[src/hdl/ssx_defines.svh]
`ifndef SSX_DEFINES_SVH
`define SSX_DEFINES_SVH

// ----------------------------------------
// instruction word layout
// ----------------------------------------
`define SSX_IW_W 16
`define SSX_PC_W 11
`define SSX_PC_RST 11'h000
`define SSX_ACCUMULATOR_RST 4'h0

// 9-bit prefixes, top of word, followed by 7-bit address
`define SSX_OP9_SKIP_BIT0 9'h110
`define SSX_OP9_SKIP_BIT1 9'h111
`define SSX_OP9_SKIP_BIT2 9'h114
`define SSX_OP9_SKIP_BIT3 9'h115
`define SSX_OP9_SUB_M 9'h034
`define SSX_OP9_SUBWB_M 9'h036
`define SSX_OP9_XOR_M 9'h070
`define SSX_OP9_XORWB_M 9'h072
// 7-bit prefixes sit under a clear top bit, so they are matched as 8 bits;
// matching only the top seven would alias the immediate xor onto the memory xor
`define SSX_OP8_SUB_I 8'h0E
`define SSX_OP8_XOR_I 8'h1C
`define SSX_OP8_XORWB_I 8'h1D
// 8-bit prefix for the write-back immediate subtract
`define SSX_OP8_SUBWB_I 8'h1F
`define SSX_OP_STOP 16'h0060

`define SSX_BIT3 2'h3
// bit index of the low skip forms is spread over opcode bits 2 and 0
`define SSX_SKIP_IDX_HI 2'h2
`define SSX_SKIP_IDX_LO 2'h0
`define SSX_PC_ONE 11'h001
`define SSX_PC_TWO 11'h002

`endif

[src/hdl/ssx_pkg.sv]
package ssx_pkg;
`include "ssx_defines.svh"

   typedef enum logic [1:0]
   {
      SSX_RUN = 2'h1,
      SSX_STOPPED = 2'h2
   } ssx_mode_t;

   typedef struct packed
   {
      logic [6:0] addr;
      logic [3:0] wdata;
      logic we;
   } ssx_mem_t;

   typedef struct packed
   {
      logic [3:0] idx;
      logic [3:0] wdata;
      logic we;
   } ssx_wr_t;

   typedef struct packed
   {
      ssx_mode_t mode;
      logic [10:0] pc;
      logic [3:0] accumulator;
      logic carry_flag;
      logic zero_flag;
      ssx_mem_t mem;
      ssx_wr_t wr;
      logic osc_stop;
   } ssx_state_t;
endpackage

[src/hdl/ssx_core.sv]
`timescale 1ns/1ps
`include "ssx_defines.svh"

// Overview of operation
// [RULE_01] bit-3 skip: memory bit 3 set advances program counter by two
// [RULE_02] bit-3 skip: memory bit 3 clear advances program counter by one
// [RULE_03] stop pattern halts oscillator and enters stop state
// [RULE_04] stopped core wakes on falling edge of interrupt port, runs next
// [RULE_05] memory minus accumulator into accumulator only, carry and zero updated
// [RULE_06] memory minus accumulator into accumulator and memory, flags updated
// [RULE_07] working register minus immediate into accumulator only, flags updated
// [RULE_08] working register minus immediate into accumulator and register
// [RULE_09] memory xor accumulator into accumulator, zero only updated
// [RULE_10] memory xor accumulator into memory and accumulator, zero only
// [RULE_11] working register xor immediate into accumulator, zero only
// [RULE_12] working register xor immediate into register and accumulator
// [RULE_13] bit 0..2 skips behave like bit-3 skip
// [RULE_14] zero flag set when accumulator result is zero
// [RULE_15] every instruction takes one cycle, then program counter advances
module ssx_core
(
   input wire logic clock,
   input wire logic rst_n,
   input wire logic [15:0] instr,
   input wire logic instr_valid,
   input wire logic [3:0] mem_rdata,
   input wire logic [3:0] wr_rdata,
   input wire logic external_interrupt_input_port,
   output logic [6:0] mem_addr,
   output logic [3:0] mem_wdata,
   output logic mem_we,
   output logic [3:0] wr_idx,
   output logic [3:0] wr_wdata,
   output logic wr_we,
   output logic [10:0] pc,
   output logic [3:0] accumulator,
   output logic carry_flag,
   output logic zero_flag,
   output logic osc_stop
);
   import ssx_pkg::*;

   // ----------------------------------------
   // helpers
   // ----------------------------------------
   // carry means borrow free: set when a >= b
   function automatic logic [4:0] ssx_sub(input logic [3:0] a, input logic [3:0] b);
      logic [4:0] d;
      d = {1'b0, a} - {1'b0, b};
      ssx_sub = {~d[4], d[3:0]};
   endfunction

   ssx_state_t s_q;
   ssx_state_t s_d;
   logic port_q;
   logic fall;
   logic [8:0] op9;
   logic [7:0] op8;
   logic [4:0] sr;
   logic [3:0] res;
   logic res_en;
   logic carry_en;
   logic [3:0] imm;

   assign op9 = instr[15:7];
   assign op8 = instr[15:8];
   assign imm = instr[7:4];
   // the port is taken as synchronous; only the previous level is kept
   assign fall = port_q & ~external_interrupt_input_port;

   // ----------------------------------------
   // next state
   // ----------------------------------------
   always_comb
   begin
      s_d = s_q;
      s_d.mem.we = 1'b0;
      s_d.wr.we = 1'b0;
      res = 4'h0;
      res_en = 1'b0;
      carry_en = 1'b0;
      sr = 5'h00;
      case (s_q.mode)
         SSX_STOPPED:
         begin
            if (fall)
            begin
               s_d.mode = SSX_RUN; // RULE_04
               s_d.osc_stop = 1'b0; // RULE_04
            end
         end
         SSX_RUN:
         begin
            if (instr_valid)
            begin
               s_d.pc = s_q.pc + `SSX_PC_ONE; // RULE_15 RULE_02
               s_d.mem.addr = instr[6:0];
               s_d.wr.idx = instr[3:0];
               if (instr == `SSX_OP_STOP)
               begin
                  s_d.mode = SSX_STOPPED; // RULE_03
                  s_d.osc_stop = 1'b1; // RULE_03
               end
               else if (op9 == `SSX_OP9_SKIP_BIT3)
               begin
                  if (mem_rdata[`SSX_BIT3])
                     s_d.pc = s_q.pc + `SSX_PC_TWO; // RULE_01
               end
               else if (op9 == `SSX_OP9_SKIP_BIT0 || op9 == `SSX_OP9_SKIP_BIT1
                  || op9 == `SSX_OP9_SKIP_BIT2)
               begin
                  if (mem_rdata[{op9[`SSX_SKIP_IDX_HI], op9[`SSX_SKIP_IDX_LO]}])
                     s_d.pc = s_q.pc + `SSX_PC_TWO; // RULE_13
               end
               else if (op9 == `SSX_OP9_SUB_M || op9 == `SSX_OP9_SUBWB_M)
               begin
                  sr = ssx_sub(mem_rdata, s_q.accumulator); // RULE_05
                  res = sr[3:0];
                  res_en = 1'b1;
                  carry_en = 1'b1;
                  s_d.mem.we = (op9 == `SSX_OP9_SUBWB_M); // RULE_06
               end
               else if (op9 == `SSX_OP9_XOR_M || op9 == `SSX_OP9_XORWB_M)
               begin
                  res = mem_rdata ^ s_q.accumulator; // RULE_09
                  res_en = 1'b1;
                  s_d.mem.we = (op9 == `SSX_OP9_XORWB_M); // RULE_10
               end
               else if (op8 == `SSX_OP8_SUBWB_I)
               begin
                  sr = ssx_sub(wr_rdata, imm);
                  res = sr[3:0];
                  res_en = 1'b1;
                  carry_en = 1'b1;
                  s_d.wr.we = 1'b1; // RULE_08
               end
               else if (op8 == `SSX_OP8_SUB_I)
               begin
                  sr = ssx_sub(wr_rdata, imm); // RULE_07
                  res = sr[3:0];
                  res_en = 1'b1;
                  carry_en = 1'b1;
               end
               else if (op8 == `SSX_OP8_XOR_I || op8 == `SSX_OP8_XORWB_I)
               begin
                  res = wr_rdata ^ imm; // RULE_11
                  res_en = 1'b1;
                  s_d.wr.we = (op8 == `SSX_OP8_XORWB_I); // RULE_12
               end
               if (res_en)
               begin
                  s_d.accumulator = res;
                  s_d.mem.wdata = res;
                  s_d.wr.wdata = res;
                  s_d.zero_flag = (res == 4'h0); // RULE_14
               end
               if (carry_en)
                  s_d.carry_flag = sr[4];
            end
         end
         default:
         begin
            s_d.mode = SSX_RUN;
         end
      endcase
   end

   always_ff @(posedge clock)
   begin
      if (!rst_n)
      begin
         s_q <= '0;
         s_q.mode <= SSX_RUN;
         s_q.pc <= `SSX_PC_RST;
         s_q.accumulator <= `SSX_ACCUMULATOR_RST;
         port_q <= 1'b1;
      end
      else
      begin
         s_q <= s_d;
         port_q <= external_interrupt_input_port;
      end
   end

   assign mem_addr = s_q.mem.addr;
   assign mem_wdata = s_q.mem.wdata;
   assign mem_we = s_q.mem.we;
   assign wr_idx = s_q.wr.idx;
   assign wr_wdata = s_q.wr.wdata;
   assign wr_we = s_q.wr.we;
   assign pc = s_q.pc;
   assign accumulator = s_q.accumulator;
   assign carry_flag = s_q.carry_flag;
   assign zero_flag = s_q.zero_flag;
   assign osc_stop = s_q.osc_stop;

   // ----------------------------------------
   // checks
   // ----------------------------------------
   AST_SKIP3_SET: assert property (@(posedge clock) disable iff (!rst_n) // RULE_01
      (s_q.mode == SSX_RUN && instr_valid && op9 == `SSX_OP9_SKIP_BIT3 && mem_rdata[3])
      |=> pc == $past(pc) + `SSX_PC_TWO)
      else $error("bit3 skip did not add two");
   AST_SKIP3_CLR: assert property (@(posedge clock) disable iff (!rst_n) // RULE_02
      (s_q.mode == SSX_RUN && instr_valid && op9 == `SSX_OP9_SKIP_BIT3 && !mem_rdata[3])
      |=> pc == $past(pc) + `SSX_PC_ONE)
      else $error("bit3 no-skip did not add one");
   AST_STOP_ENTER: assert property (@(posedge clock) disable iff (!rst_n) // RULE_03
      (s_q.mode == SSX_RUN && instr_valid && instr == `SSX_OP_STOP) |=> osc_stop)
      else $error("stop did not halt oscillator");
   AST_STOP_HOLD: assert property (@(posedge clock) disable iff (!rst_n) // RULE_04
      (osc_stop && !fall) |=> osc_stop && $stable(pc))
      else $error("stopped core moved without wake edge");
   AST_WAKE: assert property (@(posedge clock) disable iff (!rst_n) // RULE_04
      (osc_stop && fall) |=> !osc_stop)
      else $error("falling edge did not wake core");
   AST_SUB_MEM: assert property (@(posedge clock) disable iff (!rst_n) // RULE_05
      (s_q.mode == SSX_RUN && instr_valid && op9 == `SSX_OP9_SUB_M)
      |=> accumulator == $past(mem_rdata) - $past(accumulator) && !mem_we
      && carry_flag == ($past(mem_rdata) >= $past(accumulator)))
      else $error("memory subtract wrong");
   AST_SUBWB_MEM: assert property (@(posedge clock) disable iff (!rst_n) // RULE_06
      (s_q.mode == SSX_RUN && instr_valid && op9 == `SSX_OP9_SUBWB_M)
      |=> mem_we && mem_wdata == accumulator && mem_addr == $past(instr[6:0]))
      else $error("memory subtract write-back wrong");
   AST_SUB_IMM: assert property (@(posedge clock) disable iff (!rst_n) // RULE_07
      (s_q.mode == SSX_RUN && instr_valid && op8 == `SSX_OP8_SUB_I)
      |=> accumulator == $past(wr_rdata) - $past(imm) && !wr_we)
      else $error("immediate subtract wrong");
   AST_SUBWB_IMM: assert property (@(posedge clock) disable iff (!rst_n) // RULE_08
      (s_q.mode == SSX_RUN && instr_valid && op8 == `SSX_OP8_SUBWB_I)
      |=> wr_we && wr_wdata == accumulator && wr_idx == $past(instr[3:0]))
      else $error("immediate subtract write-back wrong");
   AST_XOR_CF: assert property (@(posedge clock) disable iff (!rst_n) // RULE_09
      (s_q.mode == SSX_RUN && instr_valid && (op9 == `SSX_OP9_XOR_M
      || op9 == `SSX_OP9_XORWB_M)) |=> $stable(carry_flag)
      && accumulator == ($past(mem_rdata) ^ $past(accumulator)))
      else $error("memory xor wrong");
   AST_ZERO: assert property (@(posedge clock) disable iff (!rst_n) // RULE_14
      (s_q.mode == SSX_RUN && instr_valid && res_en) |=> zero_flag == (accumulator == 4'h0))
      else $error("zero flag mismatch");
endmodule

[config.mk]
export PLATFORM = sky130hd
export DESIGN_NAME = ssx_core
export DESIGN_NICKNAME = d
export VERILOG_FILES = /design/src/hdl/ssx_pkg.sv /design/src/hdl/ssx_core.sv
export VERILOG_INCLUDE_DIRS = /design/src /design/src/hdl
export SDC_FILE = /design/constraint.sdc
export NUM_CORES = 1
export LEC_CHECK = 0
export BUFFER_PORTS_ARGS = -buffer_cell sky130_fd_sc_hd__buf_4
export CAP_MARGIN = 40
export CELL_PAD_IN_SITES_DETAIL_PLACEMENT = 1
export CELL_PAD_IN_SITES_GLOBAL_PLACEMENT = 1
export CORE_MARGIN = 5
export CORE_UTILIZATION = 33
export DETAILED_ROUTE_END_ITERATION = 12
export PLACE_DENSITY = 0.79
export SYNTH_ARGS = -nofsm -noshare
export SYNTH_HDL_FRONTEND = slang
export SYNTH_SLANG_ARGS = --single-unit
[constraint.sdc]
create_clock -name clock -period 2 [get_ports clock]
set_input_delay 0.4 -clock clock [delete_from_list [all_inputs] [get_ports clock]]
set_output_delay 0.4 -clock clock [all_outputs]
set_load 0.1 [all_outputs]
# Yosys cells after proc, flatten, opt, wreduce, memory -nomap -nowiden
# Index checks and enable logic that the tools add are counted.
# Widths: inputs -> output; s select.
# classes
n_lt_le_gt_ge,1
div_mod_pow,0
mux,66
shift,0
bitwise_logic,9
addsub,4
n_eq_ne,18
mul,0
n_reduce_logical,14
# ops
operator,count
$mux 11,5
$mux 4,11
$mux 41,1
$mux 1,37
$eq 9x9->1 const B,4
$mux 5,7
$eq 8x5->1 const B,3
$eq 9x6->1 const B,2
$eq 9x7->1 const B,2
$eq 16x7->1 const B,1
$add 11x1->11 const B,1
$add 11x2->11 const B,1
$sub 4x4->5,2
$reduce_and 3->1,3
$eq 8x4->1 const B,1
$reduce_or 8->1,1
$xor 4x4->4,2
$ne 2x2->1 const B,3
$not 1->1,6
$reduce_or 6->1,1
$logic_or 1x1->1,5
$logic_not 4->1,1
$mux 2,2
$pmux 2 s2,1
other kinds (9),9
# word_totals
mem_bits_rw,0
n_memories,0
output_inout_bits,39
reg_bits,34
mem_bits_ro,0
in_bits,28
latch_bits,0

# Logic depth before layout (Yosys ltp)
# Gate-level depths: netlist of the first run.
# logic_depth
ltp_word,16
mapped_depth,9
depth_no_buf,9

# Worst setup path before layout of the first run
# OpenSTA, ideal clock, no wires.
# synth_path
path_type,input-to-reg
start,input port instr[12]
end,"register, netlist name pc[10]"
arrival_time_ns,1.900
path_stages,8
setup_slack_ns,-0.015
n_path_buf,2
setup_time_ns,0.115
t_required_ns,1.885
path_cell_list,clkbuf_1 -> nor4_1 -> and4b_1 -> buf_6 -> mux2i_2 -> and4bb_1 -> xor2_1 -> and2_1
# synth_via
elab_chain_cells,6
elab_cells_between_ends,10
classes_between,eq/ne (5); mux (3); reduce/logical (2)
# synth_lines
element,line_no,text
from (decl),ssx_core.sv:24,"input wire logic [15:0] instr,"
$eq 9x9->1 (no line),--,
$logic_or 1x1->1 (no line) (2 in a row),--,
$mux 11,ssx_core.sv:109,else if (op9 == `SSX_OP9_SKIP_BIT0 || op9 == `SSX_OP9_SKIP_BIT1
$mux 11,ssx_core.sv:104,else if (op9 == `SSX_OP9_SKIP_BIT3)
$mux 11 (*),ssx_core.sv:99,if (instr == `SSX_OP_STOP)
# Every way passes the cells marked *; elsewhere a longest branch is shown, timed or not.
# A chain may end at the register's enable or synchronous reset.

==> results of run 1 <==
## worst paths after layout
path / cells after the start / slack [ps] / endpoint
min reg2reg: 2 / 470 / mem_addr[5]
min: 2 / 320 / port_q
max reg2reg: 8 / 100 / zero_flag
max: 8 / 100 / zero_flag
## area by class of cell
type	count	area, um2
clock buffer	6	82.6
clock inverter	2	12.5
fill	771	3580
inverter	16	60.1
multi-input combinational	171	1200
sequential	30	601
tap	77	96.3
timing repair buffer	95	713
## kinds of logic (layout without fill, tap and decap cells)
| group | after synthesis | count (layout) | synth area share, % |
|---|---|---|---|
| muxes | 4 | 4 | 2.63 |
| buffers and inverters | 59 | 119 | 16.7 |
| AOI/OAI and AO/OA | 53 | 53 | 16.2 |
| xor gates and xnor gates | 11 | 11 | 4.49 |
| adders and majority gates | 12 | 12 | 7.70 |
| and+or+nand+nor | 91 | 91 | 24.3 |
| DFF | 30 | 30 | 28.0 |
## placed cells by master, fill, tap and decap left out, drive strengths merged, types with 5 or more instances in the layout
cell type | synthesis | layout
dfxtp | 30 | 30
a21boi | 16 | 16
or3 | 5 | 5
nand2 | 26 | 26
nor2 | 6 | 6
inv | 16 | 16
nand3 | 6 | 6
buf | 36 | 95
nor2b | 7 | 7
o21ai | 12 | 12
clkbuf | 7 | 6
nand3b | 5 | 5
nor3b | 5 | 5
a21oi | 9 | 9
xnor2 | 7 | 7
ha | 10 | 10
and2 | 8 | 8
## metrics by stage
| step | TNS, ps | setup slack (ps) |
|---|---|---|
| after CTS | 0 | 47.2 |
| after global routing | 0 | 29.7 |
| after floorplan | 0 | 18.3 |
| final | 0 | 103 |
| after global placement | -1370 | -234 |
| after detailed placement | -1280 | -228 |
## report_power, final
part           switching (uW)  internal (uW)  leakage, uW
clock                     236            276    0.0000472
sequential               13.2            611     0.000244
combinational             251            149     0.000924
total                     500           1040      0.00122
## worst max-delay path: cells and delay by family (launching register included)
family / cells / cell delay (ps)
adder cells (fa/ha/maj): 2 / 680
AO/OA/AOI/OAI: 4 / 530
flip-flops: 1 / 350
AND/OR/NAND/NOR: 1 / 170
buffers and inverters: 1 / 60
## flip-flops by register name (all words and copies together) (netlist names)
register    cells
pc             11
mem_addr        7
wr_wdata        4
s_q             2
carry_flag      1
mem_we          1
osc_stop        1
port_q          1
wr_we           1
zero_flag       1
## repair_timing
item / 4_1_cts / 5_1_grt
hold endpoints to repair: 0 / 0
gates resized for setup: 0 / 6
endpoints found under the setup margin: 0 / 4
## layer usage
metal  vias to the layer above  GRT usage, %  wire length, um
met5                         -             0                0
met4                         0          4.22               86
met3                         6          3.58              294
met2                        46          25.9             3050
met1                       933          17.6             2480
li1                        977             -                -
==> impl_metrics.csv, run 1 <==
group,metric,value,unit
routing,wl_per_cell,14.9,um
placed_design,gp_congestion,0.853,
global_routing,grt_pass1_wl,10000,um
timing,worst_slew_pin_slew,298,ps
yosys,yosys-top-cells-count,"34 x buf_4, 30 x dfxtp_1, 26 x nand2_1",
yosys,synth_fp_nets,300,
cts,clk_pin_slew,70,ps
worst_hold_path,hold_start,"external_interrupt_input_port",
routing,viasPerCell,4.94,
final_layout,n_antenna_cell,0,
routing,drc,0,
yosys,synth_cells,260,
pwr,leakage,0.00122,uW
setup_path,cp.arrival,2080,ps
run_status,status,"complete, no violations",
placed_design,portBuffers,66,
routing,first_pass_iters,4,
yosys,synthArstFlopShare,0,%
cts,hold_buffers,0,
cts,cts_buffer_depth,2,
yosys,avgSynthCellArea,8.25,um2
setup_path,cp_cell_sequence,"ha_1 > inv_1 > fa_2 > a2bb2oi_1 > o22ai_2 > a21oi_1 > a32o_1 > and3_1",
floorplan,die_area,0.00821,mm2
floorplan,core,0.00635,mm2
floorplan,ios,67,
yosys,yosys_warnings,0,
floorplan,dieHeight,90.6,um
timing,skew,9.44,ps
cts,cts_buffers,5,
setup_path,crit_type,"reg2reg",
final_layout,postLayoutCellArea,0.00277,mm2
yosys,yosys.area.top_type,"dfxtp_1",
setup_path,end_kind,"flip-flop",
routing,vias,1962,
cts,clk_latency,280,ps
placed_design,dpl_cell_area,0.00266,mm2
pwr,finalPower,1540,uW
setup_path,max_stage_delay,520,ps
floorplan,initial_utilization,33.8,%
final_layout,fin_cells,397,
global_routing,antenna_found_initial,0,
cts,cts_tree,"yes",
setup_path,cpMaxStageDelayCell,"fa_2",
global_routing,globalRouteOverflowTotal,0,
pwr,power_density,555,mW/mm2
global_routing,grt_usage,14.7,%
yosys,yosys.cell_count.top_type,"buf_4",
placed_design,dp.cells,389,
routing,antenna_left,0,
final_layout,nNetsFinal,359,
global_routing,grt_start_max_net_pins,29,
timing,fmax,0.527,GHz
pwr,max-vdd-ir-drop,0.353,mV
final_layout,utilization,43.6,%
setup_path,start_kind,"flip-flop",
timing,finalSetupViolations,0,
yosys,synth_cell_types,49,
setup_path,crit_required,2180,ps
setup_path,worstPathMaxFanout,2,
placed_design,dp_hpwl,4950,um
routing,routed_wl,5920,um
cts,post-cts-setup-buffers,0,
job,drv_cap,0,
floorplan,rows,29,
setup_path,crit_path_start,"wr_wdata[0]",
yosys,ys.flop_type,"dfxtp_1",
yosys,synth_area_leaders,"dfxtp_1 28%, buf_4 12%, ha_1 5.8%, a21boi_0 5.3%, nand2_1 4.6%",
yosys,synth_area,0.00214,mm2
cts,htreeDepth,2,
routing,drt_iter0_markers,45,
cts,clk_root_buffer_cell,"clkbuf_8",
yosys,ys_seq_elements,30,
timing,grt_setup_unrepaired,"false",
yosys,ys_seq_area_share,28.0,%
setup_path,r2r_start,"wr_wdata[0]",
floorplan,die_x,90.6,um
timing,period_share,94.8,%
yosys,synth_top_area_share,28.0,%
cts,cts_sinks,30,
timing,slew_headroom,80.0,%
global_routing,grt_pass1_vias,2124,
yosys,synth-edff-count,0,
timing,maxSlewViolCount,0,
timing,hold_ws,316,ps
worst_hold_path,hold_class,"in2reg",
timing,hold_viol_final,0,
final_layout,synthToLayoutAreaGrowth,29.1,%
timing,fin_crit,1900,ps
final_layout,layout-drive-gt1-share,35.3,%
No activity file was read; power rests on OpenSTA's default activity.
==> run 2, diff against run 1 <==
- CORE_ASPECT_RATIO: not set -> 0.75
==> run 2 against run 1 <==
Net effect: first-iteration DRC count grew 2.2%; largest cell class unchanged; wire length grew 5.8%; clock power grew 3%; design area is 0.14% higher; sequential share of layout area about the same; flip-flop and latch count is the same; total power increased by 0.82%; combinational power hardly changed; via count increased by 1.5%; worst hold slack hardly changed; critical path type unchanged; sequential power is essentially flat.
==> impl_metrics.csv, run 2 (synthesis results as in run 1) <==
group,metric,value,unit
run_status,status,"complete, no violations",
global_routing,grt_util_met2,22.5,%
setup_path,cp.arrival,2100,ps
routing,first_pass_iters,4,
global_routing,antenna_found_initial,0,
global_routing,met1_usage,21.6,%
routing,vias,1991,
final_layout,n_antenna_cell,0,
global_routing,grt_pass1_wl,9810,um
setup_path,cp_cell_sequence,"ha_1 > inv_1 > fa_1 > xnor2_1 > a21oi_1 > o21ai_1 > a32o_1 > and3_1",
final_layout,regMostFlops,"pc",
floorplan,dieHeight,79.8,um
pwr,power_density,559,mW/mm2
final_layout,synthToLayoutAreaGrowth,29.2,%
final_layout,utilization,43.9,%
cts,cts_tree,"yes",
timing,slew_headroom,75.8,%
setup_path,r2r_cells,8,
setup_path,cpMaxStageDelayCell,"fa_1",
timing,fin_crit,1920,ps
cts,clk_pin_slew,70,ps
cts,clk_root_buffer_cell,"clkbuf_8",
final_layout,largest_reg_flops,11,
timing,grt_setup_unrepaired,"false",
worst_hold_path,hold_path_depth,2,
global_routing,grt_pass1_vias,1968,
timing,fmax,0.521,GHz
setup_path,critical_path_buf_inv_count,1,
placed_design,gp_congestion,0.882,
routing,drc,0,
timing,worst_slew_pin_slew,362,ps
final_layout,nNetsFinal,359,
cts,postCtsResizedCells,1,
global_routing,met3_usage,5.41,%
final_layout,fin_cells,401,
cts,cts_buffers,5,
final_layout,layout-drive-gt1-share,35.0,%
timing,hold_viol_final,0,
cts,post-cts-setup-buffers,0,
job,drv_cap,0,
routing,routed_wl,6260,um
floorplan,die_area,0.00823,mm2
setup_path,crit_required,2180,ps
timing,skew,5.27,ps
setup_path,end_kind,"flip-flop",
floorplan,die_x,103,um
final_layout,final_common_cell,"buf_4",
routing,wl_per_cell,15.6,um
setup_path,start_kind,"flip-flop",
cts,cts_buffer_depth,2,
placed_design,portBuffers,66,
pwr,leakage,0.00122,uW
setup_path,max_stage_delay,400,ps
placed_design,dp.cells,393,
global_routing,globalRouteOverflowTotal,0,
setup_path,worstPathMaxFanout,2,
global_routing,grt_start_max_net_pins,29,
global_routing,grt-busiest-layer,"met2",
routing,antenna_left,0,
cts,cts_sinks,30,
floorplan,initial_utilization,33.9,%
setup_path,crit_type,"reg2reg",
floorplan,rows,25,
setup_path,critPathTopFamily,"adder cells",
pwr,max-vdd-ir-drop,0.240,mV
floorplan,ios,67,
cts,clk_latency,290,ps
setup_path,reg2reg_slack,80,ps
setup_path,path_depth,8,
placed_design,dp_hpwl,5090,um
worst_hold_path,hold_class,"in2reg",
routing,drt_iter0_markers,46,
floorplan,core,0.00632,mm2
cts,htreeDepth,2,
timing,finalSetupViolations,0,
timing,period_share,95.9,%
final_layout,final_cell_mix,"95 x buf_4, 30 x dfxtp_1, 26 x nand2_1",
routing,viasPerCell,4.97,
global_routing,grt_usage,15.5,%
cts,hold_buffers,0,
timing,maxSlewViolCount,0,
run 2: per-stage QoR:
step | hold slack (ps) | setup TNS (ps) | cell area [um2] | total power [uW] | setup slack, ps
finish | 317 | 0 | 2770 | 1550 | 81.5
global route | 314 | 0 | 2770 | 1630 | 3.07
global placement | 455 | -1420 | 2660 | 1020 | -186
detailed placement | 465 | -2290 | 2660 | 1030 | -348
floorplan | 444 | 0 | 2140 | 906 | 18.3
CTS | 312 | 0 | 2760 | 1560 | 22.0
run 2: power breakdown:
group          internal (uW)  total (uW)  switching (uW)
logic                    148         398             251
registers                611         623            12.7
clock network            276         527             251
run 2: final timing paths:
| kind | from | end |
|---|---|---|
| setup reg to reg | wr_wdata[0] | zero_flag |
| hold reg to reg | mem_addr[5] | mem_addr[5] |
| setup / recovery | wr_wdata[0] | zero_flag |
| hold / removal | external_interrupt_input_port | port_q |
run 2: routing by layer:
metal | share of wire, % | wire, um
met1 | 49 | 3100
met2 | 42 | 2650
met3 | 6.6 | 411
met4 | 1.5 | 96
met5 | 0 | 0
run 2: final cells by class:
type / count / area, um2
fill: 770 / 3550
timing repair buffer: 95 / 713
multi-input combinational: 171 / 1200
tap: 81 / 101
sequential: 30 / 601
clock inverter: 2 / 12.5
clock buffer: 6 / 82.6
inverter: 16 / 60.1
==> run 3, diff against run 2 <==
- BUFFER_PORTS_ARGS: -buffer_cell sky130_fd_sc_hd__buf_4 -> not set
- CELL_PAD_IN_SITES_DETAIL_PLACEMENT: 1 -> 0
- CORE_UTILIZATION: 33 -> 41
- DONT_BUFFER_PORTS: not set -> 1
==> run 3 against run 2 <==
Net effect: critical path depth unchanged; largest power group unchanged; utilization rose by 3.0 points; via count shrank 16%; wire length fell by 20%; count of clock-buffer cells in the layout unchanged; combinational power fell by 25%.
==> impl_metrics.csv, run 3 (synthesis results as in run 1) <==
group,metric,value,unit
cts,post-cts-setup-buffers,0,
cts,cts_sinks,30,
pwr,pwr-share-comb,20.9,%
routing,wl_per_cell,15.0,um
setup_path,cp_cell_sequence,"ha_1 > inv_1 > fa_1 > xnor2_1 > a21oi_1 > o21ai_1 > a32o_1 > and3_1",
timing,fmax,0.533,GHz
floorplan,initial_utilization,43.0,%
final_layout,multi_input_area,0.00119,mm2
timing,grt_setup_unrepaired,"false",
final_layout,n_antenna_cell,0,
setup_path,cp.arrival,2060,ps
worst_hold_path,hold_class,"in2reg",
setup_path,start_kind,"flip-flop",
pwr,leakage,0.000937,uW
final_layout,synthToLayoutAreaGrowth,8.93,%
pwr,p_clk_share,35.9,%
floorplan,dieHeight,72.6,um
floorplan,die_x,93.5,um
routing,first_pass_iters,4,
timing,skew,6.46,ps
timing,fin_crit,1880,ps
placed_design,gp_congestion,0.883,
cts,clk_latency,290,ps
cts,htreeDepth,2,
final_layout,fillers,517,
cts,cts_buffers,5,
routing,routed_wl,4990,um
setup_path,crit_type,"reg2reg",
cts,cts_buffer_depth,2,
setup_path,critical_path_buf_inv_count,1,
timing,hold_viol_final,0,
timing,tns,0,ps
routing,drc,0,
cts,cts_tree,"yes",
global_routing,grt_start_max_net_pins,29,
setup_path,crit_required,2180,ps
routing,drt_iter0_markers,70,
final_layout,nNetsFinal,301,
run_status,status,"complete, no violations",
setup_path,max_stage_delay,390,ps
global_routing,grt_pass1_wl,8110,um
final_layout,register_area,621,um2
floorplan,rows,22,
final_layout,largest_reg_flops,11,
global_routing,antenna_found_initial,0,
timing,finalSetupViolations,0,
pwr,pwr-share-seq,43.1,%
cts,clk_pin_slew,70,ps
pwr,power_density,609,mW/mm2
timing,slew_headroom,44.6,%
final_layout,layout-drive-gt1-share,22.9,%
pwr,p_sw,452,uW
routing,antenna_left,0,
final_layout,final_cell_mix,"37 x buf_4, 26 x nand2_1, 22 x dfxtp_1",
timing,maxSlewViolCount,0,
pwr,intPower,972,uW
routing,viasPerCell,5.03,
cts,clk_root_buffer_cell,"clkbuf_8",
setup_path,worstPathMaxFanout,2,
setup_path,cpMaxStageDelayCell,"fa_1",
timing,hold_ws,207,ps
floorplan,core,0.00498,mm2
routing,vias,1679,
setup_path,end_kind,"flip-flop",
timing,worst_slew_pin_slew,831,ps
pwr,max-vdd-ir-drop,0.322,mV
global_routing,grt_usage,15.5,%
placed_design,dp_hpwl,4020,um
placed_design,dpl_cell_area,0.00223,mm2
final_layout,regMostFlops,"pc",
final_layout,final_common_cell,"buf_4",
floorplan,ios,67,
floorplan,die_area,0.00679,mm2
placed_design,portBuffers,0,
setup_path,critPathTopFamily,"adder cells",
job,drv_cap,0,
final_layout,postLayoutCellArea,0.00234,mm2
pwr,switching_share,31.7,%
timing,period_share,93.8,%
global_routing,globalRouteOverflowTotal,0,
global_routing,grt_pass1_vias,1587,
## run 3: final timing paths
kind                                   from          to  slack (ps)  depth (start not counted)
worst max-delay path            wr_wdata[0]   zero_flag         120                          8
worst min-delay path                  rst_n      port_q         210                          1
worst max register to register  wr_wdata[0]   zero_flag         120                          8
worst min register to register   carry_flag  carry_flag         500                          2
## run 3: layout make-up
type                       count  area share, %
multi-input combinational    171           51.0
sequential                    30           26.6
timing repair buffer          37           11.9
tap                           72           3.86
clock buffer                   6           3.54
inverter                      16           2.57
clock inverter                 2          0.536
## run 3: worst register-to-register path, delay by kind of cell (launching register included)
| family | cells | cell delay [ps] |
|---|---|---|
| buffers and inverters | 1 | 60 |
| AO/OA/AOI/OAI | 3 | 510 |
| flip-flops | 1 | 350 |
| adder cells (fa/ha/maj) | 2 | 530 |
| XOR/XNOR | 1 | 140 |
| AND/OR/NAND/NOR | 1 | 160 |
## run 3: routing by layer
layer / GRT usage, % / routed length (um) / vias up
li1: - / - / 861
met3: 7.94 / 571 / 8
met4: 4.88 / 65 / 0
met5: 0 / 0 / -
met1: 21.4 / 2470 / 755
met2: 20.7 / 1890 / 55
## run 3: repair_timing
| action | 4_1_cts | 5_1_grt |
|---|---|---|
| hold buffers | 0 | 0 |
| endpoints found under the setup margin | 0 | 2 |
| resized for setup | 0 | 2 |
## run 3: power by group through the flow
| stage | combinational [uW] | clock [uW] | sequential, uW |
|---|---|---|---|
| floorplan | 271 | 0 | 635 |
| global placement | 293 | 0 | 627 |
| detailed placement | 298 | 0 | 628 |
| CTS | 299 | 532 | 614 |
| global route | 321 | 563 | 615 |
| finish | 298 | 512 | 614 |
## run 3: metrics by stage
| stage | util (%) | std cells | worst slack (ps) | total power [uW] |
|---|---|---|---|---|
| after global placement | 44.9 | 326 | -71.5 | 920 |
| after floorplan | - | 260 | 18.3 | 906 |
| after CTS | 46.8 | 334 | 70.6 | 1450 |
| after global routing | 46.9 | 334 | 44.4 | 1500 |
| after detailed placement | 44.9 | 326 | -90.4 | 926 |
| final | 46.9 | 334 | 123 | 1420 |
